<file path="config.mk">
export PLATFORM = sky130hd
export DESIGN_NAME = pin_pwm_button_port
export DESIGN_NICKNAME = d
export VERILOG_FILES = /design/src/design/pin_port_pkg.sv /design/src/design/pin_pwm_button_port.sv
export SDC_FILE = /design/constraint.sdc
export NUM_CORES = 1
export LEC_CHECK = 0
export ABC_AREA = 1
export BUFFER_PORTS_ARGS = -buffer_cell sky130_fd_sc_hd__buf_4
export CORE_ASPECT_RATIO = 0.7
export CORE_UTILIZATION = 50
export CTS_CLUSTER_DIAMETER = 120
export DETAILED_ROUTE_END_ITERATION = 16
export PLACE_DENSITY = 0.67
export REMOVE_ABC_BUFFERS = 1
export SLEW_MARGIN = 40
export SYNTH_ARGS = -nofsm -noshare
export SYNTH_HDL_FRONTEND = slang
export SYNTH_SLANG_ARGS = --single-unit
</file>
<file path="constraint.sdc">
create_clock -name pclk -period 5.81 [get_ports pclk]
set_input_delay 0.581 -clock pclk [delete_from_list [all_inputs] [get_ports pclk]]
set_output_delay 0.581 -clock pclk [all_outputs]
set_load 0.01 [all_outputs]
</file>
<file path="src/design/pin_port_pkg.sv">
// Constants, register map and types for the pin, button and timer port.
// Assumes a 25 MHz APB clock; all offsets are byte addresses of 32-bit words.
package pin_port_pkg;
  localparam int CLK_PERIOD_NS = 40;
  localparam int US_NS         = 1000;
  localparam int US_CYCLES     = (US_NS + CLK_PERIOD_NS - 1) / CLK_PERIOD_NS;
  localparam int MS_US         = 1000;
  localparam int MS_CYCLES     = US_CYCLES * MS_US;
  localparam int PERIOD_MS_MIN = 1;
  localparam int PERIOD_US_MIN = 256;
  localparam int PERIOD_US_RST = 20000;
  localparam int HALT_CODE_MAX = 255;

  localparam logic [7:0] OFF_MODE      = 8'h00;
  localparam logic [7:0] OFF_PULL      = 8'h04;
  localparam logic [7:0] OFF_DOUT      = 8'h08;
  localparam logic [7:0] OFF_PIN_IN    = 8'h0c;
  localparam logic [7:0] OFF_HELD      = 8'h10;
  localparam logic [7:0] OFF_LATCH     = 8'h14;
  localparam logic [7:0] OFF_COUNT     = 8'h18;
  localparam logic [7:0] OFF_DUTY      = 8'h1c;
  localparam logic [7:0] OFF_PERIOD_MS = 8'h20;
  localparam logic [7:0] OFF_PERIOD_US = 8'h24;
  localparam logic [7:0] OFF_UPTIME    = 8'h28;
  localparam logic [7:0] OFF_DELAY     = 8'h2c;
  localparam logic [7:0] OFF_HALT      = 8'h30;
  localparam logic [7:0] OFF_IRQ_STAT  = 8'h34;
  localparam logic [7:0] OFF_IRQ_MASK  = 8'h38;

  // Field positions
  localparam int PIN_LEVEL_BIT = 0;
  localparam int PIN_TOUCH_BIT = 1;
  localparam int PIN_ADC_LSB   = 16;
  localparam int HALTED_BIT    = 8;
  localparam int IRQ_PRESS_LSB = 0;
  localparam int IRQ_DELAY_BIT = 2;
  localparam int IRQ_HALT_BIT  = 3;
  localparam int IRQ_W         = 4;

  typedef enum logic [2:0] {MODE_DIG_IN, MODE_DIG_OUT, MODE_ANALOG_IN, MODE_TOUCH, MODE_PWM} pin_mode_t;
  typedef enum logic [1:0] {BIAS_NONE, BIAS_DOWN, BIAS_UP} bias_t;
  typedef enum logic [1:0] {ST_IDLE, ST_ACK, ST_DELAY} bus_state_t;
endpackage

</file>
<file path="src/design/pin_pwm_button_port.sv">
// One general-purpose pin with PWM, two push buttons, uptime, delay and halt.
// Assumes APB master on pclk; pin, button, touch and converter inputs are
// synchronous to pclk; button inputs are high while held.
module pin_pwm_button_port
  import pin_port_pkg::*;
#(
  parameter int NBTN      = 2,
  parameter int CNT_W     = 16,
  parameter int DUTY_W    = 10,
  parameter int PERIOD_W  = 20,
  parameter int MS_CYC    = MS_CYCLES
) (
  input  logic              pclk,
  input  logic              presetn,
  input  logic              psel,
  input  logic              penable,
  input  logic              pwrite,
  input  logic [7:0]        paddr,
  input  logic [31:0]       pwdata,
  output logic [31:0]       prdata,
  output logic              pready,
  output logic              pslverr,
  input  logic [NBTN-1:0]   btn_held,
  input  logic              pin_level,
  input  logic              touch_low_res,
  input  logic [DUTY_W-1:0] adc_code,
  output logic              pin_out,
  output logic              pin_oe,
  output logic              pull_up_en,
  output logic              pull_dn_en,
  output logic              halted,
  output logic [7:0]        halt_code,
  output logic              irq
);
  localparam logic [DUTY_W-1:0]   DUTY_FULL = {DUTY_W{1'b1}};
  localparam logic [PERIOD_W-1:0] PER_RST   = PERIOD_W'(PERIOD_US_RST);
  localparam int                  PER_MS_MAX = ((1 << PERIOD_W) - 1) / MS_US;

  bus_state_t            state_q;
  logic                  pready_q, pslverr_q, halted_q, irq_q;
  logic [31:0]           prdata_q, rd_data, delay_cyc_q, ms_cyc_q, uptime_q;
  logic                  hit, setup, commit, wr, rd_done, delay_done;
  logic [15:0]           delay_left_q;
  logic [7:0]            halt_code_q;
  pin_mode_t             mode_q, mode_d;
  bias_t                 bias_q, bias_d;
  logic                  dout_q, dout_d, pin_out_q, pin_oe_q;
  logic                  drive_d, pull_up_q, pull_dn_q;
  logic [NBTN-1:0]       prev_q, latch_q, press;
  logic [CNT_W-1:0]      cnt_q [NBTN];
  logic [DUTY_W-1:0]     duty_q;
  logic [PERIOD_W-1:0]   period_q, period_act_q, hi_act_q, pwm_cnt_q;
  logic [7:0]            us_cyc_q;
  logic                  us_tick;
  logic [IRQ_W-1:0]      stat_q, mask_q, stat_set, stat_d;
  logic [31:0]           ms_prod;

  // Duty scaled over 1024 steps; full code gives a solid high level
  function automatic logic [PERIOD_W-1:0] high_time(input logic [DUTY_W-1:0] d,
                                                    input logic [PERIOD_W-1:0] p);
    logic [DUTY_W+PERIOD_W-1:0] prod;
    prod = {{PERIOD_W{1'b0}}, d} * {{DUTY_W{1'b0}}, p};
    high_time = (d == DUTY_FULL) ? p : prod[DUTY_W +: PERIOD_W];
  endfunction

  function automatic bias_t default_bias(input pin_mode_t m);
    case (m)
      MODE_DIG_IN: default_bias = BIAS_DOWN;
      MODE_TOUCH:  default_bias = BIAS_UP;
      default:     default_bias = BIAS_NONE;
    endcase
  endfunction

  assign setup   = psel & ~penable;
  assign commit  = psel & penable & pready_q;
  assign wr      = commit & pwrite & ~pslverr_q & ~halted_q;
  assign rd_done = commit & ~pwrite & ~pslverr_q;
  assign ms_prod = pwdata * 32'(MS_US);

  // Read mux, sampled in the setup cycle
  always_comb begin
    rd_data = '0;
    hit     = 1'b1;
    case (paddr)
      OFF_MODE:      rd_data = 32'(mode_q);
      OFF_PULL:      rd_data = 32'(bias_q);
      OFF_DOUT:      rd_data = 32'(dout_q);
      OFF_PIN_IN: begin
        rd_data[PIN_LEVEL_BIT] = pin_level;
        rd_data[PIN_TOUCH_BIT] = (mode_q == MODE_TOUCH) & touch_low_res;
        if (mode_q == MODE_ANALOG_IN) begin
          rd_data[PIN_ADC_LSB +: DUTY_W] = adc_code;
        end
      end
      OFF_HELD:      rd_data = 32'(btn_held);
      OFF_LATCH:     rd_data = 32'(latch_q);
      OFF_COUNT: begin
        for (int i = 0; i < NBTN; i++) begin
          rd_data[i*CNT_W +: CNT_W] = cnt_q[i];
        end
      end
      OFF_DUTY:      rd_data = 32'(duty_q);
      OFF_PERIOD_MS: rd_data = 32'(period_q);
      OFF_PERIOD_US: rd_data = 32'(period_q);
      OFF_UPTIME:    rd_data = uptime_q;
      OFF_DELAY:     rd_data = '0;
      OFF_HALT:      rd_data = {23'h000000, halted_q, halt_code_q};
      OFF_IRQ_STAT:  rd_data = 32'(stat_q);
      OFF_IRQ_MASK:  rd_data = 32'(mask_q);
      default:       hit = 1'b0;
    endcase
  end

  // Bus sequencing; a nonzero delay write while not halted holds pready low to stall the master
  always_ff @(posedge pclk or negedge presetn) begin
    if (!presetn) begin
      state_q      <= ST_IDLE;
      pready_q     <= 1'b0;
      pslverr_q    <= 1'b0;
      prdata_q     <= '0;
      delay_left_q <= '0;
      delay_cyc_q  <= '0;
    end else begin
      case (state_q)
        ST_IDLE: begin
          if (setup) begin
            prdata_q  <= rd_data;
            pslverr_q <= ~hit;
            if (pwrite && paddr == OFF_DELAY && pwdata[15:0] != '0 && !halted_q) begin
              state_q      <= ST_DELAY;
              delay_left_q <= pwdata[15:0];
              delay_cyc_q  <= '0;
            end else begin
              state_q  <= ST_ACK;
              pready_q <= 1'b1;
            end
          end
        end
        ST_ACK: begin
          pready_q <= 1'b0;
          state_q  <= ST_IDLE;
        end
        ST_DELAY: begin
          if (delay_cyc_q == 32'(MS_CYC - 1)) begin
            delay_cyc_q  <= '0;
            delay_left_q <= delay_left_q - 16'h0001;
            if (delay_left_q == 16'h0001) begin
              state_q  <= ST_ACK;
              pready_q <= 1'b1;
            end
          end else begin
            delay_cyc_q <= delay_cyc_q + 32'h00000001;
          end
        end
        default: state_q <= ST_IDLE;
      endcase
    end
  end

  assign delay_done = (state_q == ST_DELAY) && (delay_cyc_q == 32'(MS_CYC - 1)) && (delay_left_q == 16'h0001);

  // Uptime in ms; free running from reset release
  always_ff @(posedge pclk or negedge presetn) begin
    if (!presetn) begin
      ms_cyc_q <= '0;
      uptime_q <= '0;
    end else if (ms_cyc_q == 32'(MS_CYC - 1)) begin
      ms_cyc_q <= '0;
      uptime_q <= uptime_q + 32'h00000001;
    end else begin
      ms_cyc_q <= ms_cyc_q + 32'h00000001;
    end
  end

  // Buttons; only bits that were reported are cleared, so a press in flight survives
  assign press = btn_held & ~prev_q;
  always_ff @(posedge pclk or negedge presetn) begin
    if (!presetn) begin
      prev_q  <= '0;
      latch_q <= '0;
      for (int i = 0; i < NBTN; i++) begin
        cnt_q[i] <= '0;
      end
    end else begin
      prev_q <= btn_held;
      if (rd_done && paddr == OFF_LATCH) begin
        latch_q <= (latch_q & ~prdata_q[NBTN-1:0]) | press;
      end else begin
        latch_q <= latch_q | press;
      end
      for (int i = 0; i < NBTN; i++) begin
        if (rd_done && paddr == OFF_COUNT) begin
          cnt_q[i] <= cnt_q[i] - prdata_q[i*CNT_W +: CNT_W] + CNT_W'(press[i]);
        end else begin
          cnt_q[i] <= cnt_q[i] + CNT_W'(press[i]);
        end
      end
    end
  end

  // Next pin mode, bias and level; the pull outputs are registered from these
  always_comb begin
    mode_d = mode_q;
    bias_d = bias_q;
    dout_d = dout_q;
    if (wr) begin
      case (paddr)
        OFF_MODE: begin
          if (pwdata[2:0] <= 3'(MODE_PWM)) begin
            mode_d = pin_mode_t'(pwdata[2:0]);
            bias_d = default_bias(pin_mode_t'(pwdata[2:0]));
          end
        end
        OFF_PULL: begin
          if (pwdata[1:0] <= 2'(BIAS_UP)) begin
            mode_d = MODE_DIG_IN;
            bias_d = bias_t'(pwdata[1:0]);
          end
        end
        OFF_DOUT: begin
          dout_d = pwdata[0];
          mode_d = MODE_DIG_OUT;
        end
        default: ;
      endcase
    end
  end

  assign drive_d = (mode_q == MODE_DIG_OUT) || (mode_q == MODE_PWM);

  always_ff @(posedge pclk or negedge presetn) begin
    if (!presetn) begin
      mode_q <= MODE_DIG_IN;
      bias_q <= BIAS_DOWN;
      dout_q <= 1'b0;
    end else begin
      mode_q <= mode_d;
      bias_q <= bias_d;
      dout_q <= dout_d;
    end
  end

  // PWM settings; out-of-range periods are ignored
  always_ff @(posedge pclk or negedge presetn) begin
    if (!presetn) begin
      duty_q   <= '0;
      period_q <= PER_RST;
    end else if (wr) begin
      case (paddr)
        OFF_DUTY: duty_q <= pwdata[DUTY_W-1:0];
        OFF_PERIOD_MS: begin
          if (pwdata >= 32'(PERIOD_MS_MIN) && pwdata <= 32'(PER_MS_MAX)) begin
            period_q <= ms_prod[PERIOD_W-1:0];
          end
        end
        OFF_PERIOD_US: begin
          if (pwdata >= 32'(PERIOD_US_MIN) && pwdata < (32'h1 << PERIOD_W)) begin
            period_q <= pwdata[PERIOD_W-1:0];
          end
        end
        default: ;
      endcase
    end
  end

  // Microsecond enable for the PWM counter
  assign us_tick = (us_cyc_q == 8'(US_CYCLES - 1));
  always_ff @(posedge pclk or negedge presetn) begin
    if (!presetn) begin
      us_cyc_q <= '0;
    end else begin
      us_cyc_q <= us_tick ? 8'h00 : us_cyc_q + 8'h01;
    end
  end

  // Duty takes effect only at a period boundary to avoid runt pulses; a shorter new period takes effect sooner
  always_ff @(posedge pclk or negedge presetn) begin
    if (!presetn) begin
      pwm_cnt_q    <= '0;
      period_act_q <= PER_RST;
      hi_act_q     <= '0;
    end else if (us_tick) begin
      // A shorter new period ends a long running one early
      if (pwm_cnt_q >= period_act_q - PERIOD_W'(1) || pwm_cnt_q >= period_q - PERIOD_W'(1)) begin
        pwm_cnt_q    <= '0;
        period_act_q <= period_q;
        hi_act_q     <= high_time(duty_q, period_q);
      end else begin
        pwm_cnt_q <= pwm_cnt_q + PERIOD_W'(1);
      end
    end
  end

  // Pulls use the next bias so a mode write drops them one edge before the drive rises
  always_ff @(posedge pclk or negedge presetn) begin
    if (!presetn) begin
      pin_out_q <= 1'b0;
      pin_oe_q  <= 1'b0;
      pull_up_q <= 1'b0;
      pull_dn_q <= 1'b1;
    end else begin
      pin_oe_q  <= drive_d;
      pin_out_q <= (mode_q == MODE_PWM) ? (pwm_cnt_q < hi_act_q) : dout_q;
      pull_up_q <= (bias_d == BIAS_UP) && !drive_d;
      pull_dn_q <= (bias_d == BIAS_DOWN) && !drive_d;
    end
  end

  // Halt state lasts until reset
  always_ff @(posedge pclk or negedge presetn) begin
    if (!presetn) begin
      halted_q    <= 1'b0;
      halt_code_q <= '0;
    end else if (wr && paddr == OFF_HALT && pwdata <= 32'(HALT_CODE_MAX)) begin
      halted_q    <= 1'b1;
      halt_code_q <= pwdata[7:0];
    end
  end

  // Interrupts; status clears on read of reported bits, new events win
  always_comb begin
    stat_set = '0;
    stat_set[IRQ_PRESS_LSB +: NBTN] = press;
    stat_set[IRQ_DELAY_BIT] = delay_done;
    stat_set[IRQ_HALT_BIT]  = wr && paddr == OFF_HALT && pwdata <= 32'(HALT_CODE_MAX);
    stat_d = stat_q | stat_set;
    if (rd_done && paddr == OFF_IRQ_STAT) begin
      stat_d = (stat_q & ~prdata_q[IRQ_W-1:0]) | stat_set;
    end
  end

  always_ff @(posedge pclk or negedge presetn) begin
    if (!presetn) begin
      stat_q <= '0;
      mask_q <= '0;
      irq_q  <= 1'b0;
    end else begin
      stat_q <= stat_d;
      if (wr && paddr == OFF_IRQ_MASK) begin
        mask_q <= pwdata[IRQ_W-1:0];
      end
      irq_q <= |(stat_d & mask_q);
    end
  end

  assign prdata     = prdata_q;
  assign pready     = pready_q;
  assign pslverr    = pslverr_q;
  assign pin_out    = pin_out_q;
  assign pin_oe     = pin_oe_q;
  assign pull_up_en = pull_up_q;
  assign pull_dn_en = pull_dn_q;
  assign halted     = halted_q;
  assign halt_code  = halt_code_q;
  assign irq        = irq_q;
endmodule

</file>
# After elaboration in Yosys (flattened, before gate mapping)
# Index checks and enable logic that the tools add are counted.
# Widths: inputs -> output; s select.
dict set report totals {
  ff_bits 310
  latch_bits 0
  mem_bits_rw 0
  romBits 0
  output_inout_bits 48
  wordCells 202
  n_memories 0
}
dict set report op_classes {
  addsub 14
  multipliers 2
  div 0
  order_cmp 10
  eq_ne 37
  shifts 0
  n_mux 44
  bitwise_logic 25
  n_reduce_logical 40
}
# operator n
set op_table {}
lappend op_table {{$mux 32} 4}
lappend op_table {{$pmux 14 s8} 1}
lappend op_table {{$add 32x1->32 const B} 3}
lappend op_table {{$mux 16} 5}
lappend op_table {{$mux 20} 4}
lappend op_table {{$add 16x1->16} 4}
lappend op_table {{$eq 32x15->1 const B} 2}
lappend op_table {{$pmux 32 s2} 1}
lappend op_table {{$eq 8x6->1 const B} 7}
lappend op_table {{$eq 8x5->1 const B} 5}
lappend op_table {{$ge 20x20->1} 2}
lappend op_table {{$pmux 10 s4} 1}
lappend op_table {{$pmux 20 s2} 1}
lappend op_table {{$sub 20x1->20 const B} 2}
lappend op_table {{$ge 32x1->1 const B} 1}
lappend op_table {{$ge 32x9->1 const B} 1}
lappend op_table {{$le 32x11->1 const B} 1}
lappend op_table {{$le 32x8->1 const B} 1}
lappend op_table {{$lt 32x21->1 const B} 1}
lappend op_table {{$mul 32x7->17 const B} 1}
lappend op_table {{$pmux 16 s2} 1}
lappend op_table {{$sub 16x16->16} 2}
lappend op_table {{$mul 10x20->30} 1}
lappend op_table {{$pmux 2 s13} 1}
lappend op_table {{other kinds (50)} 119}

# Depth between registers and ports, before layout
# Gate-level depths: netlist (run 1).
dict set report depth {
  ltp_word 11
  mapped_depth 28
}

# Worst setup path before layout (run 1)
# No wires, ideal clock.
dict set report synth_timing {
  kind {reg-to-reg}
  startpoint {reg period_q[5]}
  endpoint {reg hi_act_q[19]}
  setup_time_ns 0.117
  arrival_ns 5.033
  setup_slack_ns 0.659
  path_stages_with_launch 27
  n_path_buf 2
  period_less_slack_ns 5.151
  cell_sequence {dfstp_2 > clkbuf_1 > clkbuf_1 > nand2_1 > fa_1 > inv_1 > fa_1 > inv_1 > fa_1 > inv_1 > fa_1 > inv_1 > fa_1 > inv_1 > ha_1 > nand2_1 > inv_1 > a21oi_1 > nor2_1 > nor2_1 > nand2_1 > nand2_1 > nand2_1 > nand2_1 > nand3_1 > nand3_1 > nand2_1}
}
dict set report synth_via {
  elab_chain_len 4
  elab_cells_between_ends 6
  cone_classes {add/sub (1); mul (1); order compare (1); mux (1); reduce/logical (2)}
}
# element line
set synth_rtl {}
lappend synth_rtl {{start: declaration} pin_pwm_button_port.sv:52} ;# logic [PERIOD_W-1:0] period_q, period_act_q, hi_act_q, pwm_cnt_q;
lappend synth_rtl {{start signal: assignment} pin_pwm_button_port.sv:253} ;# period_q <= ms_prod[PERIOD_W-1:0];
lappend synth_rtl {{start signal: assignment} pin_pwm_button_port.sv:258} ;# period_q <= pwdata[PERIOD_W-1:0];
lappend synth_rtl {{branches (longest 4 deep; another with $mul 10x20->30)} n/a}
lappend synth_rtl {{end signal: assignment} pin_pwm_button_port.sv:287} ;# hi_act_q <= high_time(duty_q, period_q);
lappend synth_rtl {{end: declaration} pin_pwm_button_port.sv:52}
# Parallel ways; which one is timed is not known.
# A chain may end at the register's enable or synchronous reset.

# Final worst setup path (run 1)
dict set report layout_timing {
  startpoint {reg duty_q[8]}
  endpoint {reg hi_act_q[18]}
}
dict set report layout_via {
  elab_chain_len 2
  elab_cells_between_ends 3
  cone_classes {mul (1); eq/ne (1); mux (1)}
}
# element line
set layout_rtl {}
lappend layout_rtl {{start: declaration} pin_pwm_button_port.sv:51} ;# logic [DUTY_W-1:0] duty_q;
lappend layout_rtl {{start signal: assignment} pin_pwm_button_port.sv:250} ;# OFF_DUTY: duty_q <= pwdata[DUTY_W-1:0];
lappend layout_rtl {{$mul 10x20->30 / $eq 10x10->1 (equally long branches)} {pin_pwm_button_port.sv:62, pin_pwm_button_port.sv:63}}
lappend layout_rtl {{$mux 20 *} pin_pwm_button_port.sv:63} ;# high_time = (d == DUTY_FULL) ? p : prod[DUTY_W +: PERIOD_W];
# Mark *: on every way between the ends. The rest lies on a longest branch, timed or not.

==> implementation parameters, run 1 <==
Parameter                              Value

Run status
  Outcome ... finished clean

STA
  Smallest hold slack ... 0.147 ns
  Setup slack after layout ... 0.390 ns
  Final setup vio count ... 0
  Skew final ... 0.0202 ns
  Fmax ... 0.184 GHz
  Final-report max-slew violation count ... 0
  Hold Fails Final Rpt ... 0
  RSZ-0062 raised after global routing ... false
  Worst slew slack as a fraction of its limit ... 0.441
  Crit share post-route ... 0.933
  Setup TNS Final ... 0 ns
  Transition time of the tightest slew-check pin ... 0.830 ns
  Clock period minus worst slack ... 5.42 ns

CTS
  TritonCTS clock tree ... done
  CTS resizes ... 0
  Buffer type at the clock tree root ... clkbuf_16
  Clock insertion delay at the later pin of the skew report ... 0.58 ns
  Buffer levels on the longest clock path ... 3
  Total number of clock tree sinks ... 310
  Maximum level of the CTS H-tree ... 2
  Clock transition at the registers of the reported paths ... 0.07 ns
  Post-CTS Setup Bufs ... 0
  Clock buffer count from CTS ... 36

Worst setup path
  R2r setup slk ... 0.39 ns
  Critical path fanouts, max ... 14
  Start of the worst register-to-register path ... duty_q[8]$_DFFE_PN0P_
  Worst path bufs/invs ... 6
  End of the worst register-to-register path ... hi_act_q[18]$_DFFE_PN0P_
  Worst setup SP type ... register
  Crit-path slowest cell ... dfrtp_1
  Endpoint arrival time on the critical path ... 5.89 ns
  Register-to-Register Path Depth ... 23
  Kind of critical path ... reg2reg
  Category of the worst setup path capture point ... register
  WP data required ... 6.28 ns
  Crit path max-delay family ... adder cells
  Worst path most repeated cell ... nand2_1
  Stage delay of the slowest cell on the critical path ... 0.67 ns
  Critical path, cell by cell ... buf_4 -> nand2_1 -> inv_1 -> fa_1 -> fa_1 -> fa_1 -> fa_1 -> inv_1 -> fa_1 -> inv_1 -> ha_1 -> nand2_1 -> inv_1 -> nand2_1 -> inv_1 -> o21ai_0 -> nand3_1 -> nand2_1 -> nand2_1 -> nand2_1 -> nand3_1 -> nand3_1 -> nand2_1

GRT
  Total overflow reported by the global router ... 0
  Number of global-route vias before repair ... 25500
  GR Util All Layers ... 0.297
  Largest net degree at the start of global routing ... 133
  Antenna violations before repair ... 0
  Global-route wire length before repair ... 142000 um

Power and ir drop
  Worst supply voltage drop on vdd ... 0.000204 V
  Total power per unit cell area ... 203 nW/um^2
  Power after layout ... 6.71 mW
  Static leakage ... 17.6 nW

Synth
  Ys flop type ... dfrtp_1
  Cell with the most instances after synthesis ... nand2_1
  Summed instance area of the synthesized netlist ... 30200 sq um
  Register area share after synthesis ... 0.258
  Synthesis-stage register bit count ... 310
  Top cells by instance count after synthesis ... nand2_1 (1078), inv_1 (746), nor2_1 (299), dfrtp_1 (298), o21ai_0 (262)
  Number of warnings printed during yosys synthesis ... 0
  Number of enable-type register cells in the synthesized netlist ... 0
  Average cell area after synthesis ... 7.27 sq um
  Count of different cell masters after synthesis ... 58
  Top cells by area, synth ... dfrtp_1 (25%), nand2_1 (13%), fa_1 (12%), ha_1 (10%), inv_1 (9.3%)
  Mapped Cells ... 4151
  Yosys top cell area share ... 0.247
  Post-synthesis async set-or-reset flop share ... 1.00
  Largest area contributor in the netlist ... dfrtp_1

Route
  Number of nets with antenna violations after routing ... 0
  Number of violations reported at the end of detailed-routing iteration 0 ... 2452
  Count of unresolved DRC violations after routing ... 0
  Detailed-route via count ... 27200
  Routed vias/inst ... 5.38
  Drt first pass iters ... 5
  Total routed wirelength ... 90200 um
  Detailed-route wire length per cell ... 17.8 um

Layout
  Post-layout nets ... 4719
  Antenna Diode Count ... 0
  Post-Route Utilization ... 0.560
  Share of layout cells above drive strength 1 ... 0.0635
  Final design area excluding fillers ... 33000 sq um
  Final Instance Count excl. Fillers ... 5051
  Area overhead of the layout relative to synthesis ... 9.49%

Die
  Total I/O pin count ... 107
  Site row count ... 74
  Starting density of the core ... 0.511
  Vertical die dimension ... 207 um
  Horizontal extent of the die ... 296 um
  Die Outline Area ... 61300 sq um
  CORE AREA ... 59000 sq um

Placed design
  HPWL after detailed placement ... 70100 um
  Placed Area ... 31800 sq um
  Final weighted congestion of routability-driven global placement ... 0.956
  Placed Cells incl. Taps ... 4983
  Post-Place Setup Slack ... 0.384 ns
  Number of buffer cells added on primary ports ... 106

Worst hold path
  Hold path startpoint ... btn_held[0]
  HP Class ... in2reg
  Destination of the worst hold path ... prev_q[0]$_DFF_PN0_
  Hold Crit Depth ... 1

Run
  Max-cap violations ... 0
-- worst max-delay path by stage --
| stage | cells after the start | start | slack, ns | endpoint |
|---|---|---|---|---|
| 6_report | 23 | duty_q[8]$_DFFE_PN0P_ | 0.39 | hi_act_q[18]$_DFFE_PN0P_ |
| 5_1_grt | 21 | duty_q[3]$_DFFE_PN0P_ | 0.07 | hi_act_q[19]$_DFFE_PN0P_ |
| 4_1_cts | 23 | duty_q[8]$_DFFE_PN0P_ | 0.39 | hi_act_q[10]$_DFFE_PN0P_ |
| 3_5_place_dp | 23 | duty_q[8]$_DFFE_PN0P_ | 0.38 | hi_act_q[10]$_DFFE_PN0P_ |
| 3_3_place_gp | 24 | duty_q[8]$_DFFE_PN0P_ | 0.49 | hi_act_q[10]$_DFFE_PN0P_ |
| 2_1_floorplan | 23 | duty_q[3]$_DFFE_PN0P_ | 0.90 | hi_act_q[11]$_DFFE_PN0P_ |
-- sequential cells by signal, indices dropped and copies added (netlist names), 2 cells and up --
name / cells
halt_code: 8
uptime_q: 32
prev_q: 2
stat_q: 4
prdata: 32
period_act_q: 20
duty_q: 10
delay_cyc_q: 32
mode_q: 3
period_q: 20
bias_q: 2
hi_act_q: 20
pwm_cnt_q: 20
latch_q: 2
cnt_q: 32
mask_q: 4
state_q: 2
ms_cyc_q: 32
delay_left_q: 16
us_cyc_q: 8
-- final cells by class --
class / instances / area [sq um]
clock buffer: 55 / 1080
clock inverter: 11 / 81.3
fill: 5697 / 26000
inverter: 755 / 2840
multi-input combinational: 2972 / 19100
sequential: 310 / 7770
tap: 798 / 998
timing repair buffer: 150 / 1180
-- worst reg2reg max path: cells and delay by family, from the launching register on --
family	cells	cell delay [ns]
DFF	1	0.67
AOI/OAI and AO/OA	1	0.07
buffers and inverters	6	0.63
adders and majority gates	6	2.95
and+or+nand+nor	10	1.00
-- layer usage --
layer | track usage | vias to the layer above | routed length, um
met5 | 0 | - | 0
met4 | 0.0677 | 0 | 1770
met3 | 0.0696 | 101 | 8520
met2 | 0.402 | 1035 | 35000
met1 | 0.470 | 12800 | 44900
li1 | - | 13300 | -
-- layout by cell type (no fill, tap or decap), types with 29 or more instances in the layout --
cell and instances:
dfrtp_1 297, nor4_1 29, xor2_1 139, nand4_1 76, inv_1 746, ha_1 249
nand2_1 1077, nand3_1 185, a21oi_1 138, nor2_1 298, clkbuf_16 38, fa_1 186
o21ai_0 260, nor3_1 112, buf_4 145
-- report_power, final --
part | internal, mW | switching (mW)
Combinational | 0.797 | 1.31
Clock | 1.30 | 1.01
Sequential | 2.22 | 0.0632
Total | 4.32 | 2.39
-- kinds of logic (layout without fill, tap and decap cells) --
logic type	after synthesis	count (layout)	share of synthesized area
simple gates	1843	1843	0.260
xor+xnor	163	163	0.0473
flops	310	310	0.258
mux	2	2	0.000664
compound gates	529	529	0.0970
buf+inv	869	971	0.110
fa+ha+maj	435	435	0.227
-- what timing repair did --
action	4_1_cts	5_1_grt
endpoints found under the setup margin	0	0
hold buffers	1	0
hold endpoints to repair	1	0
(Power assumes the default switching activity.)
==> run 2, diff against run 1 <==
CORE_UTILIZATION = 35   (was 50)
PLACE_DENSITY = default   (was 0.67)
==> run 2 against run 1 <==
Worst hold slack lost 0.19 ns; clock-buffer cell count shrank 6; routed wire length grew 5.3%; the run now ends with hold timing left; critical endpoint is now hi_act_q[19]$_DFFE_PN0P_; core utilization shrank 16 points; clock power grew 10%; sequential share of layout area shrank 0.42 points; power grew 3.8%; die area grew 42%; highest routed layer unchanged; flip-flop and latch count is the same; cell area grew 1.8%.
==> implementation parameters, run 2 (synthesis gave the netlist of run 1 again) <==
Parameter                              Value

CTS
  Buffer type at the clock tree root ... clkbuf_16 (unchanged)
  CTS resizes ... 0 (unchanged)
  Total number of clock tree sinks ... 310 (unchanged)
  Clock insertion delay at the later pin of the skew report ... 0.60 ns (was 0.58 ns)
  Buffer levels on the longest clock path ... 3 (unchanged)
  Post-CTS Setup Bufs ... 0 (unchanged)
  TritonCTS clock tree ... done (unchanged)
  Maximum level of the CTS H-tree ... 2 (unchanged)
  Hold buffers post-CTS ... 0 (was 1)
  Clock buffer count from CTS ... 37 (was 36)
  Clock transition at the registers of the reported paths ... 0.06 ns (was 0.07 ns)

Worst setup path
  Worst setup SP type ... register (unchanged)
  Endpoint arrival time on the critical path ... 5.98 ns (was 5.89 ns)
  R2r setup slk ... 0.29 ns (was 0.39 ns)
  Category of the worst setup path capture point ... register (unchanged)
  Worst path bufs/invs ... 5 (was 6)
  Worst path most repeated cell ... nand2_1 (unchanged)
  WP data required ... 6.27 ns (was 6.28 ns)
  Kind of critical path ... reg2reg (unchanged)
  Critical path fanouts, max ... 13 (was 14)
  Start point of the critical path ... duty_q[9]$_DFFE_PN0P_ (was duty_q[8]$_DFFE_PN0P_)
  Crit-path slowest cell ... dfrtp_1 (unchanged)
  Stage delay of the slowest cell on the critical path ... 0.67 ns (about the same)
  Crit path max-delay family ... adder cells (unchanged)
  Start of the worst register-to-register path ... duty_q[9]$_DFFE_PN0P_ (was duty_q[8]$_DFFE_PN0P_)
  Critical path, cell by cell ... buf_4 -> nand2_1 -> fa_1 -> inv_1 -> fa_1 -> inv_1 -> fa_1 -> inv_1 -> fa_1 -> ha_1 -> ha_1 -> a21oi_1 -> o21ai_0 -> inv_1 -> nand2_1 -> a21oi_1 -> nand2_1 -> nand2_1 -> nand3_1 -> nand3_1 -> nand2_1 (was buf_4 -> nand2_1 -> inv_1 -> fa_1 -> fa_1 -> fa_1 -> fa_1 -> inv_1 -> fa_1 -> inv_1 -> ha_1 -> nand2_1 -> inv_1 -> nand2_1 -> inv_1 -> o21ai_0 -> nand3_1 -> nand2_1 -> nand2_1 -> nand2_1 -> nand3_1 -> nand3_1 -> nand2_1)

Placed design
  HPWL after detailed placement ... 74500 um (was 70100 um)
  Placed Area ... 32300 sq um (was 31800 sq um)
  Final weighted congestion of routability-driven global placement ... 0.957 (was 0.956)
  Number of buffer cells added on primary ports ... 106 (unchanged)

Layout
  Commonest cells after routing, fill and taps aside ... nand2_1 (1077), inv_1 (746), dfrtp_1 (298) (was nand2_1 (1077), inv_1 (746), nor2_1 (298))
  Antenna Diode Count ... 0 (unchanged)
  Number of fill cells in the layout ... 8867 (was 5697)
  Most frequent standard cell in the layout excluding fill and tap cells ... nand2_1 (unchanged)
  Area overhead of the layout relative to synthesis ... 11.5% (was 9.49%)
  Post-layout nets ... 4725 (was 4719)
  Share of layout cells above drive strength 1 ... 0.0655 (was 0.0635)
  Final design area excluding fillers ... 33600 sq um (was 33000 sq um)

STA
  Worst slew slack as a fraction of its limit ... 0.371 (was 0.441)
  Final setup vio count ... 0 (unchanged)
  Final-report max-slew violation count ... 0 (unchanged)
  Clock period minus worst slack ... 5.52 ns (was 5.42 ns)
  RSZ-0062 raised after global routing ... false (unchanged)
  Hold Fails Final Rpt ... 27 (was 0)
  Smallest hold slack ... -0.0457 ns (was 0.147 ns)
  Setup TNS Final ... 0 ns (unchanged)
  Fmax ... 0.181 GHz (was 0.184 GHz)
  Transition time of the tightest slew-check pin ... 0.940 ns (was 0.830 ns)
  Skew final ... 0.0340 ns (was 0.0202 ns)
  Crit share post-route ... 0.949 (was 0.933)

Power and ir drop
  Total power per unit cell area ... 207 nW/um^2 (was 203 nW/um^2)
  Static leakage ... 17.7 nW (was 17.6 nW)
  Worst supply voltage drop on vdd ... 0.000166 V (was 0.000204 V)

Die
  Site row count ... 89 (was 74)
  Die Outline Area ... 87400 sq um (was 61300 sq um)
  CORE AREA ... 84700 sq um (was 59000 sq um)
  Vertical die dimension ... 248 um (was 207 um)
  Total I/O pin count ... 107 (unchanged)
  Starting density of the core ... 0.356 (was 0.511)
  Horizontal extent of the die ... 353 um (was 296 um)

Route
  Number of violations reported at the end of detailed-routing iteration 0 ... 2331 (was 2452)
  Detailed-route via count ... 27000 (was 27200)
  Routed vias/inst ... 5.00 (was 5.38)
  Count of unresolved DRC violations after routing ... 0 (unchanged)
  Total routed wirelength ... 94900 um (was 90200 um)
  Number of nets with antenna violations after routing ... 0 (unchanged)
  Drt first pass iters ... 8 (was 5)
  Detailed-route wire length per cell ... 17.6 um (was 17.8 um)

GRT
  GR Util All Layers ... 0.218 (was 0.297)
  Largest net degree at the start of global routing ... 83 (was 133)
  Total overflow reported by the global router ... 0 (unchanged)
  Number of global-route vias before repair ... 25700 (was 25500)
  Global-route wire length before repair ... 149000 um (was 142000 um)
  Antenna violations before repair ... 1 (was 0)

Run status
  Failing checks ... hold timing
  Outcome ... complete, but fails checks (was finished clean)

Worst hold path
  HP Class ... in2async (was in2reg)

Run
  Max-cap violations ... 0 (unchanged)
run 2: cell count changes in the layout (fill, tap and decap cells not counted), moves of 2 or more:
| cell | before | now |
|---|---|---|
| o21ai_1 | 17 | 15 |
| buf_4 | 145 | 149 |
| clkbuf_1 | 10 | 7 |
| clkbuf_8 | 7 | 4 |
| bufinv_16 | 0 | 5 |
| buf_12 | 2 | 4 |
run 2: power by group:
| group | leakage [nW] | internal (mW) | total (mW) | switching, mW |
|---|---|---|---|---|
| Combinational | 13.1 | 0.795 | 2.13 | 1.33 |
| Sequential | 3.99 | 2.22 | 2.28 | 0.0635 |
| Clock | 0.622 | 1.49 | 2.55 | 1.06 |
run 2: stage by stage:
stage	hold WS, ns	instances	total power, mW	utilization	worst slack [ns]
after floorplan	0.285	4037	3.83	-	0.897
after detailed placement	0.453	5329	4.42	0.382	0.404
after global routing	0.0396	5394	7.40	0.397	0.0534
after global placement	0.451	5328	4.40	0.381	0.439
after CTS	0.00875	5394	6.99	0.397	0.349
final	-0.0457	5394	6.96	0.397	0.295
run 2: worst paths after layout:
kind	cells past startpoint	to
hold / removal	1	hi_act_q[5]$_DFFE_PN0P_
setup / recovery	21	hi_act_q[19]$_DFFE_PN0P_
hold reg to reg	1	ms_cyc_q[0]$_DFF_PN0_
max in group asynchronous	3	delay_cyc_q[13]$_DFFE_PN0P_
min in group pclk	1	prev_q[0]$_DFF_PN0_
setup reg to reg	21	hi_act_q[19]$_DFFE_PN0P_
run 2: area by class of cell:
cell class                      count  area [sq um]  share of cell area
Clock buffer                       49          1030              0.0307
Clock inverter                     16           243             0.00722
Inverter                          755          2840              0.0844
Multi-Input combinational cell   2972         19100               0.567
Sequential cell                   310          7770               0.231
Tap cell                         1137          1420              0.0423
Timing Repair Buffer              155          1240              0.0369
run 2: layer usage:
| metal | part of all wire | up-vias | global-route usage |
|---|---|---|---|
| met2 | 0.38 | 913 | 0.296 |
| li1 | - | 13300 | - |
| met1 | 0.51 | 12700 | 0.337 |
| met3 | 0.097 | 95 | 0.0607 |
| met4 | 0.017 | 0 | 0.0398 |
| met5 | 0 | - | 0 |
==> run 3, diff against run 2 <==
clock period = 4.73 ns   (was 5.81 ns; I/O delays follow)
==> run 3 against run 2 <==
Largest power group unchanged; die area unchanged; clock skew down 0.011 ns; power grew 22%; core utilization rose by 3.3 points; sequential power increased by 23%; the flow finishes with violations (setup timing); critical endpoint is now hi_act_q[13]$_DFFE_PN0P_; cell count is 3.5% higher; via count up 3.6%; worst hold slack improved by 0.10 ns; worst setup slack lost 0.46 ns; fmax grew 13%; cell area rose by 8.3%; largest cell class unchanged; sequential share of layout area is 1.7 points lower.
==> implementation parameters, run 3 (synthesis gave the netlist of run 1 again) <==
Parameter                              Value

Run status
  Outcome ... complete, but fails checks (unchanged)
  Failing checks ... setup timing (was hold timing)

STA
  Hold Fails Final Rpt ... 0 (was 27)
  Setup slack after layout ... -0.163 ns (was 0.295 ns)
  Fmax ... 0.204 GHz (was 0.181 GHz)
  Worst slew slack as a fraction of its limit ... 0.434 (was 0.371)
  Crit share post-route ... 1.03 (was 0.949)
  Final-report max-slew violation count ... 0 (unchanged)
  Smallest hold slack ... 0.0579 ns (was -0.0457 ns)
  Skew final ... 0.0234 ns (was 0.0340 ns)
  Clock period minus worst slack ... 4.89 ns (was 5.52 ns)
  Final setup vio count ... 20 (was 0)
  RSZ-0062 raised after global routing ... true (was false)
  Setup TNS Final ... -1.90 ns (was 0 ns)
  Transition time of the tightest slew-check pin ... 0.844 ns (was 0.940 ns)

Run
  Max-cap violations ... 0 (unchanged)

Placed design
  Number of buffer cells added on primary ports ... 106 (unchanged)
  Final weighted congestion of routability-driven global placement ... 0.956 (was 0.957)
  Placed Cells incl. Taps ... 5456 (was 5329)
  HPWL after detailed placement ... 75900 um (was 74500 um)

Worst setup path
  Category of the worst setup path capture point ... register (unchanged)
  Stage delay of the slowest cell on the critical path ... 0.54 ns (was 0.67 ns)
  Crit-path slowest cell ... fa_1 (was dfrtp_1)
  WP data required ... 5.20 ns (was 6.27 ns)
  Critical path, cell by cell ... buf_12 -> buf_4 -> nand2_1 -> fa_1 -> inv_1 -> fa_1 -> fa_1 -> fa_1 -> inv_1 -> fa_1 -> inv_2 -> ha_4 -> nand2_4 -> buf_4 -> nor2_4 -> nand2_1 -> inv_2 -> nand3_2 -> nand3_2 -> nand2_1 -> nand3_1 -> nand2_1 -> nand2_1 -> nand2_1 (was buf_4 -> nand2_1 -> fa_1 -> inv_1 -> fa_1 -> inv_1 -> fa_1 -> inv_1 -> fa_1 -> ha_1 -> ha_1 -> a21oi_1 -> o21ai_0 -> inv_1 -> nand2_1 -> a21oi_1 -> nand2_1 -> nand2_1 -> nand3_1 -> nand3_1 -> nand2_1)
  Worst setup SP type ... register (unchanged)
  Endpoint arrival time on the critical path ... 5.36 ns (was 5.98 ns)
  Worst path most repeated cell ... nand2_1 (unchanged)
  Kind of critical path ... reg2reg (unchanged)
  R2r setup slk ... -0.16 ns (was 0.29 ns)
  Critical path fanouts, max ... 6 (was 13)

GRT
  Antenna violations before repair ... 2 (was 1)
  Largest net degree at the start of global routing ... 92 (was 83)
  Number of global-route vias before repair ... 26600 (was 25700)
  Total overflow reported by the global router ... 0 (unchanged)
  Global-route wire length before repair ... 154000 um (was 149000 um)
  GR Util All Layers ... 0.224 (was 0.218)

Layout
  Area taken by multi-input logic gates ... 20100 sq um (was 19100 sq um)
  Number of fill cells in the layout ... 8548 (was 8867)
  FF/Latch Area ... 7780 sq um (was 7770 sq um)
  Post-layout nets ... 4909 (was 4725)
  Final Instance Count excl. Fillers ... 5582 (was 5394)
  Most frequent standard cell in the layout excluding fill and tap cells ... nand2_1 (unchanged)
  Commonest cells after routing, fill and taps aside ... nand2_1 (989), inv_1 (705), dfrtp_1 (291) (was nand2_1 (1077), inv_1 (746), dfrtp_1 (298))
  Share of layout cells above drive strength 1 ... 0.156 (was 0.0655)
  Post-Route Utilization ... 0.430 (was 0.397)
  Area overhead of the layout relative to synthesis ... 20.7% (was 11.5%)

Die
  Site row count ... 89 (unchanged)
  Horizontal extent of the die ... 353 um (unchanged)
  Starting density of the core ... 0.356 (unchanged)
  Total I/O pin count ... 107 (unchanged)
  Vertical die dimension ... 248 um (unchanged)
  CORE AREA ... 84700 sq um (unchanged)
  Die Outline Area ... 87400 sq um (unchanged)

Power and ir drop
  Logic gate share of total power ... 0.308 (was 0.306)
  Worst supply voltage drop on vdd ... 0.000233 V (was 0.000166 V)
  Switching power as a share of total power ... 0.354 (was 0.353)
  Share of power burned in registers ... 0.331 (was 0.328)
  Cell internal power dissipation ... 5.48 mW (was 4.50 mW)
  Static leakage ... 19.2 nW (was 17.7 nW)
  Share of total power in the clock network ... 0.361 (was 0.366)
  Power after layout ... 8.48 mW (was 6.96 mW)
  Total power per unit cell area ... 233 nW/um^2 (was 207 nW/um^2)
  Switching component of the power ... 3.00 mW (was 2.46 mW)

Route
  Detailed-route via count ... 27900 (was 27000)
  Detailed-route wire length per cell ... 17.5 um (was 17.6 um)
  Number of nets with antenna violations after routing ... 0 (unchanged)
  Count of unresolved DRC violations after routing ... 0 (unchanged)
  Total routed wirelength ... 97600 um (was 94900 um)
  Routed vias/inst ... 5.00 (about the same)
  Number of violations reported at the end of detailed-routing iteration 0 ... 2585 (was 2331)
  Drt first pass iters ... 7 (was 8)

CTS
  Buffer type at the clock tree root ... clkbuf_16 (unchanged)
  Clock transition at the registers of the reported paths ... 0.07 ns (was 0.06 ns)
  Total number of clock tree sinks ... 310 (unchanged)
  Clock insertion delay at the later pin of the skew report ... 0.58 ns (was 0.60 ns)
  Clock buffer count from CTS ... 36 (was 37)
  Maximum level of the CTS H-tree ... 2 (unchanged)
  TritonCTS clock tree ... done (unchanged)
  Buffer levels on the longest clock path ... 3 (unchanged)

Worst hold path
  HP Class ... in2reg (was in2async)
==> run 3: changes by cell type in the layout (fill, tap and decap cells not counted), moves of 29 or more <==
| cell | change |
|---|---|
| nand2_2 | +57 |
| nand2_4 | +29 |
| inv_2 | +37 |
| buf_6 | +32 |
| nand2_1 | -88 |
| inv_1 | -41 |
| buf_4 | +137 |
==> run 3: final timing paths <==
check,start,endpoint,cells past startpoint
worst max-delay path,duty_q[3]$_DFFE_PN0P_,hi_act_q[13]$_DFFE_PN0P_,24
worst min-delay path,btn_held[0],prev_q[0]$_DFF_PN0_,1
max in group asynchronous,presetn,ms_cyc_q[4]$_DFF_PN0_,3
worst max register to register,duty_q[3]$_DFFE_PN0P_,hi_act_q[13]$_DFFE_PN0P_,24
min in group asynchronous,presetn,pull_up_en$_DFF_PN0_,2
worst min register to register,ms_cyc_q[0]$_DFF_PN0_,ms_cyc_q[0]$_DFF_PN0_,1
==> run 3: cell type report <==
| cell class | count | share of cell area |
|---|---|---|
| multi-input combinational | 2972 | 0.553 |
| sequential | 310 | 0.214 |
| timing repair buffer | 340 | 0.0810 |
| inverter | 755 | 0.0783 |
| tap | 1137 | 0.0391 |
| clock buffer | 47 | 0.0273 |
| clock inverter | 19 | 0.00732 |
| antenna | 2 | 0.000137 |
==> run 3: timing repair <==
item	in CTS	in global routing
gates cloned	3	0
setup endpoints to repair	20	21
hold endpoints to repair	66	0
setup buffers	42	14
pin swaps	146	52
hold buffers	1	0
resized for setup	267	81
==> run 3: metrics by stage <==
step | cell area, sq um | worst slack (ns)
5_1_grt | 36400 | -0.359
3_5_place_dp | 33300 | -0.414
6_report | 36400 | -0.163
3_3_place_gp | 33300 | -0.374
4_1_cts | 36000 | -0.127
2_1_floorplan | 29700 | -0.183
==> run 3: power by group through the flow <==
stage	clock [mW]	combinational, mW	sequential, mW
final	3.06	2.61	2.81
after global routing	3.26	2.97	2.81
after CTS	3.14	2.59	2.80
after detailed placement	0	2.57	2.85
after global placement	0	2.57	2.85
after floorplan	0	1.86	2.84
==> run 3: critical path: cells and delay by family, from the launching register on <==
kind                       cells  cell delay (ns)
adders and majority gates      6             2.88
and+or+nand+nor               11             0.85
buffers and inverters          7             0.63
DFF                            1             0.39
==> run 3: routing by layer <==
| metal | routed length, um | GRT usage |
|---|---|---|
| met4 | 1640 | 0.0407 |
| met3 | 10200 | 0.0712 |
| met5 | 13 | 0 |
| met1 | 48500 | 0.341 |
| met2 | 37300 | 0.305 |
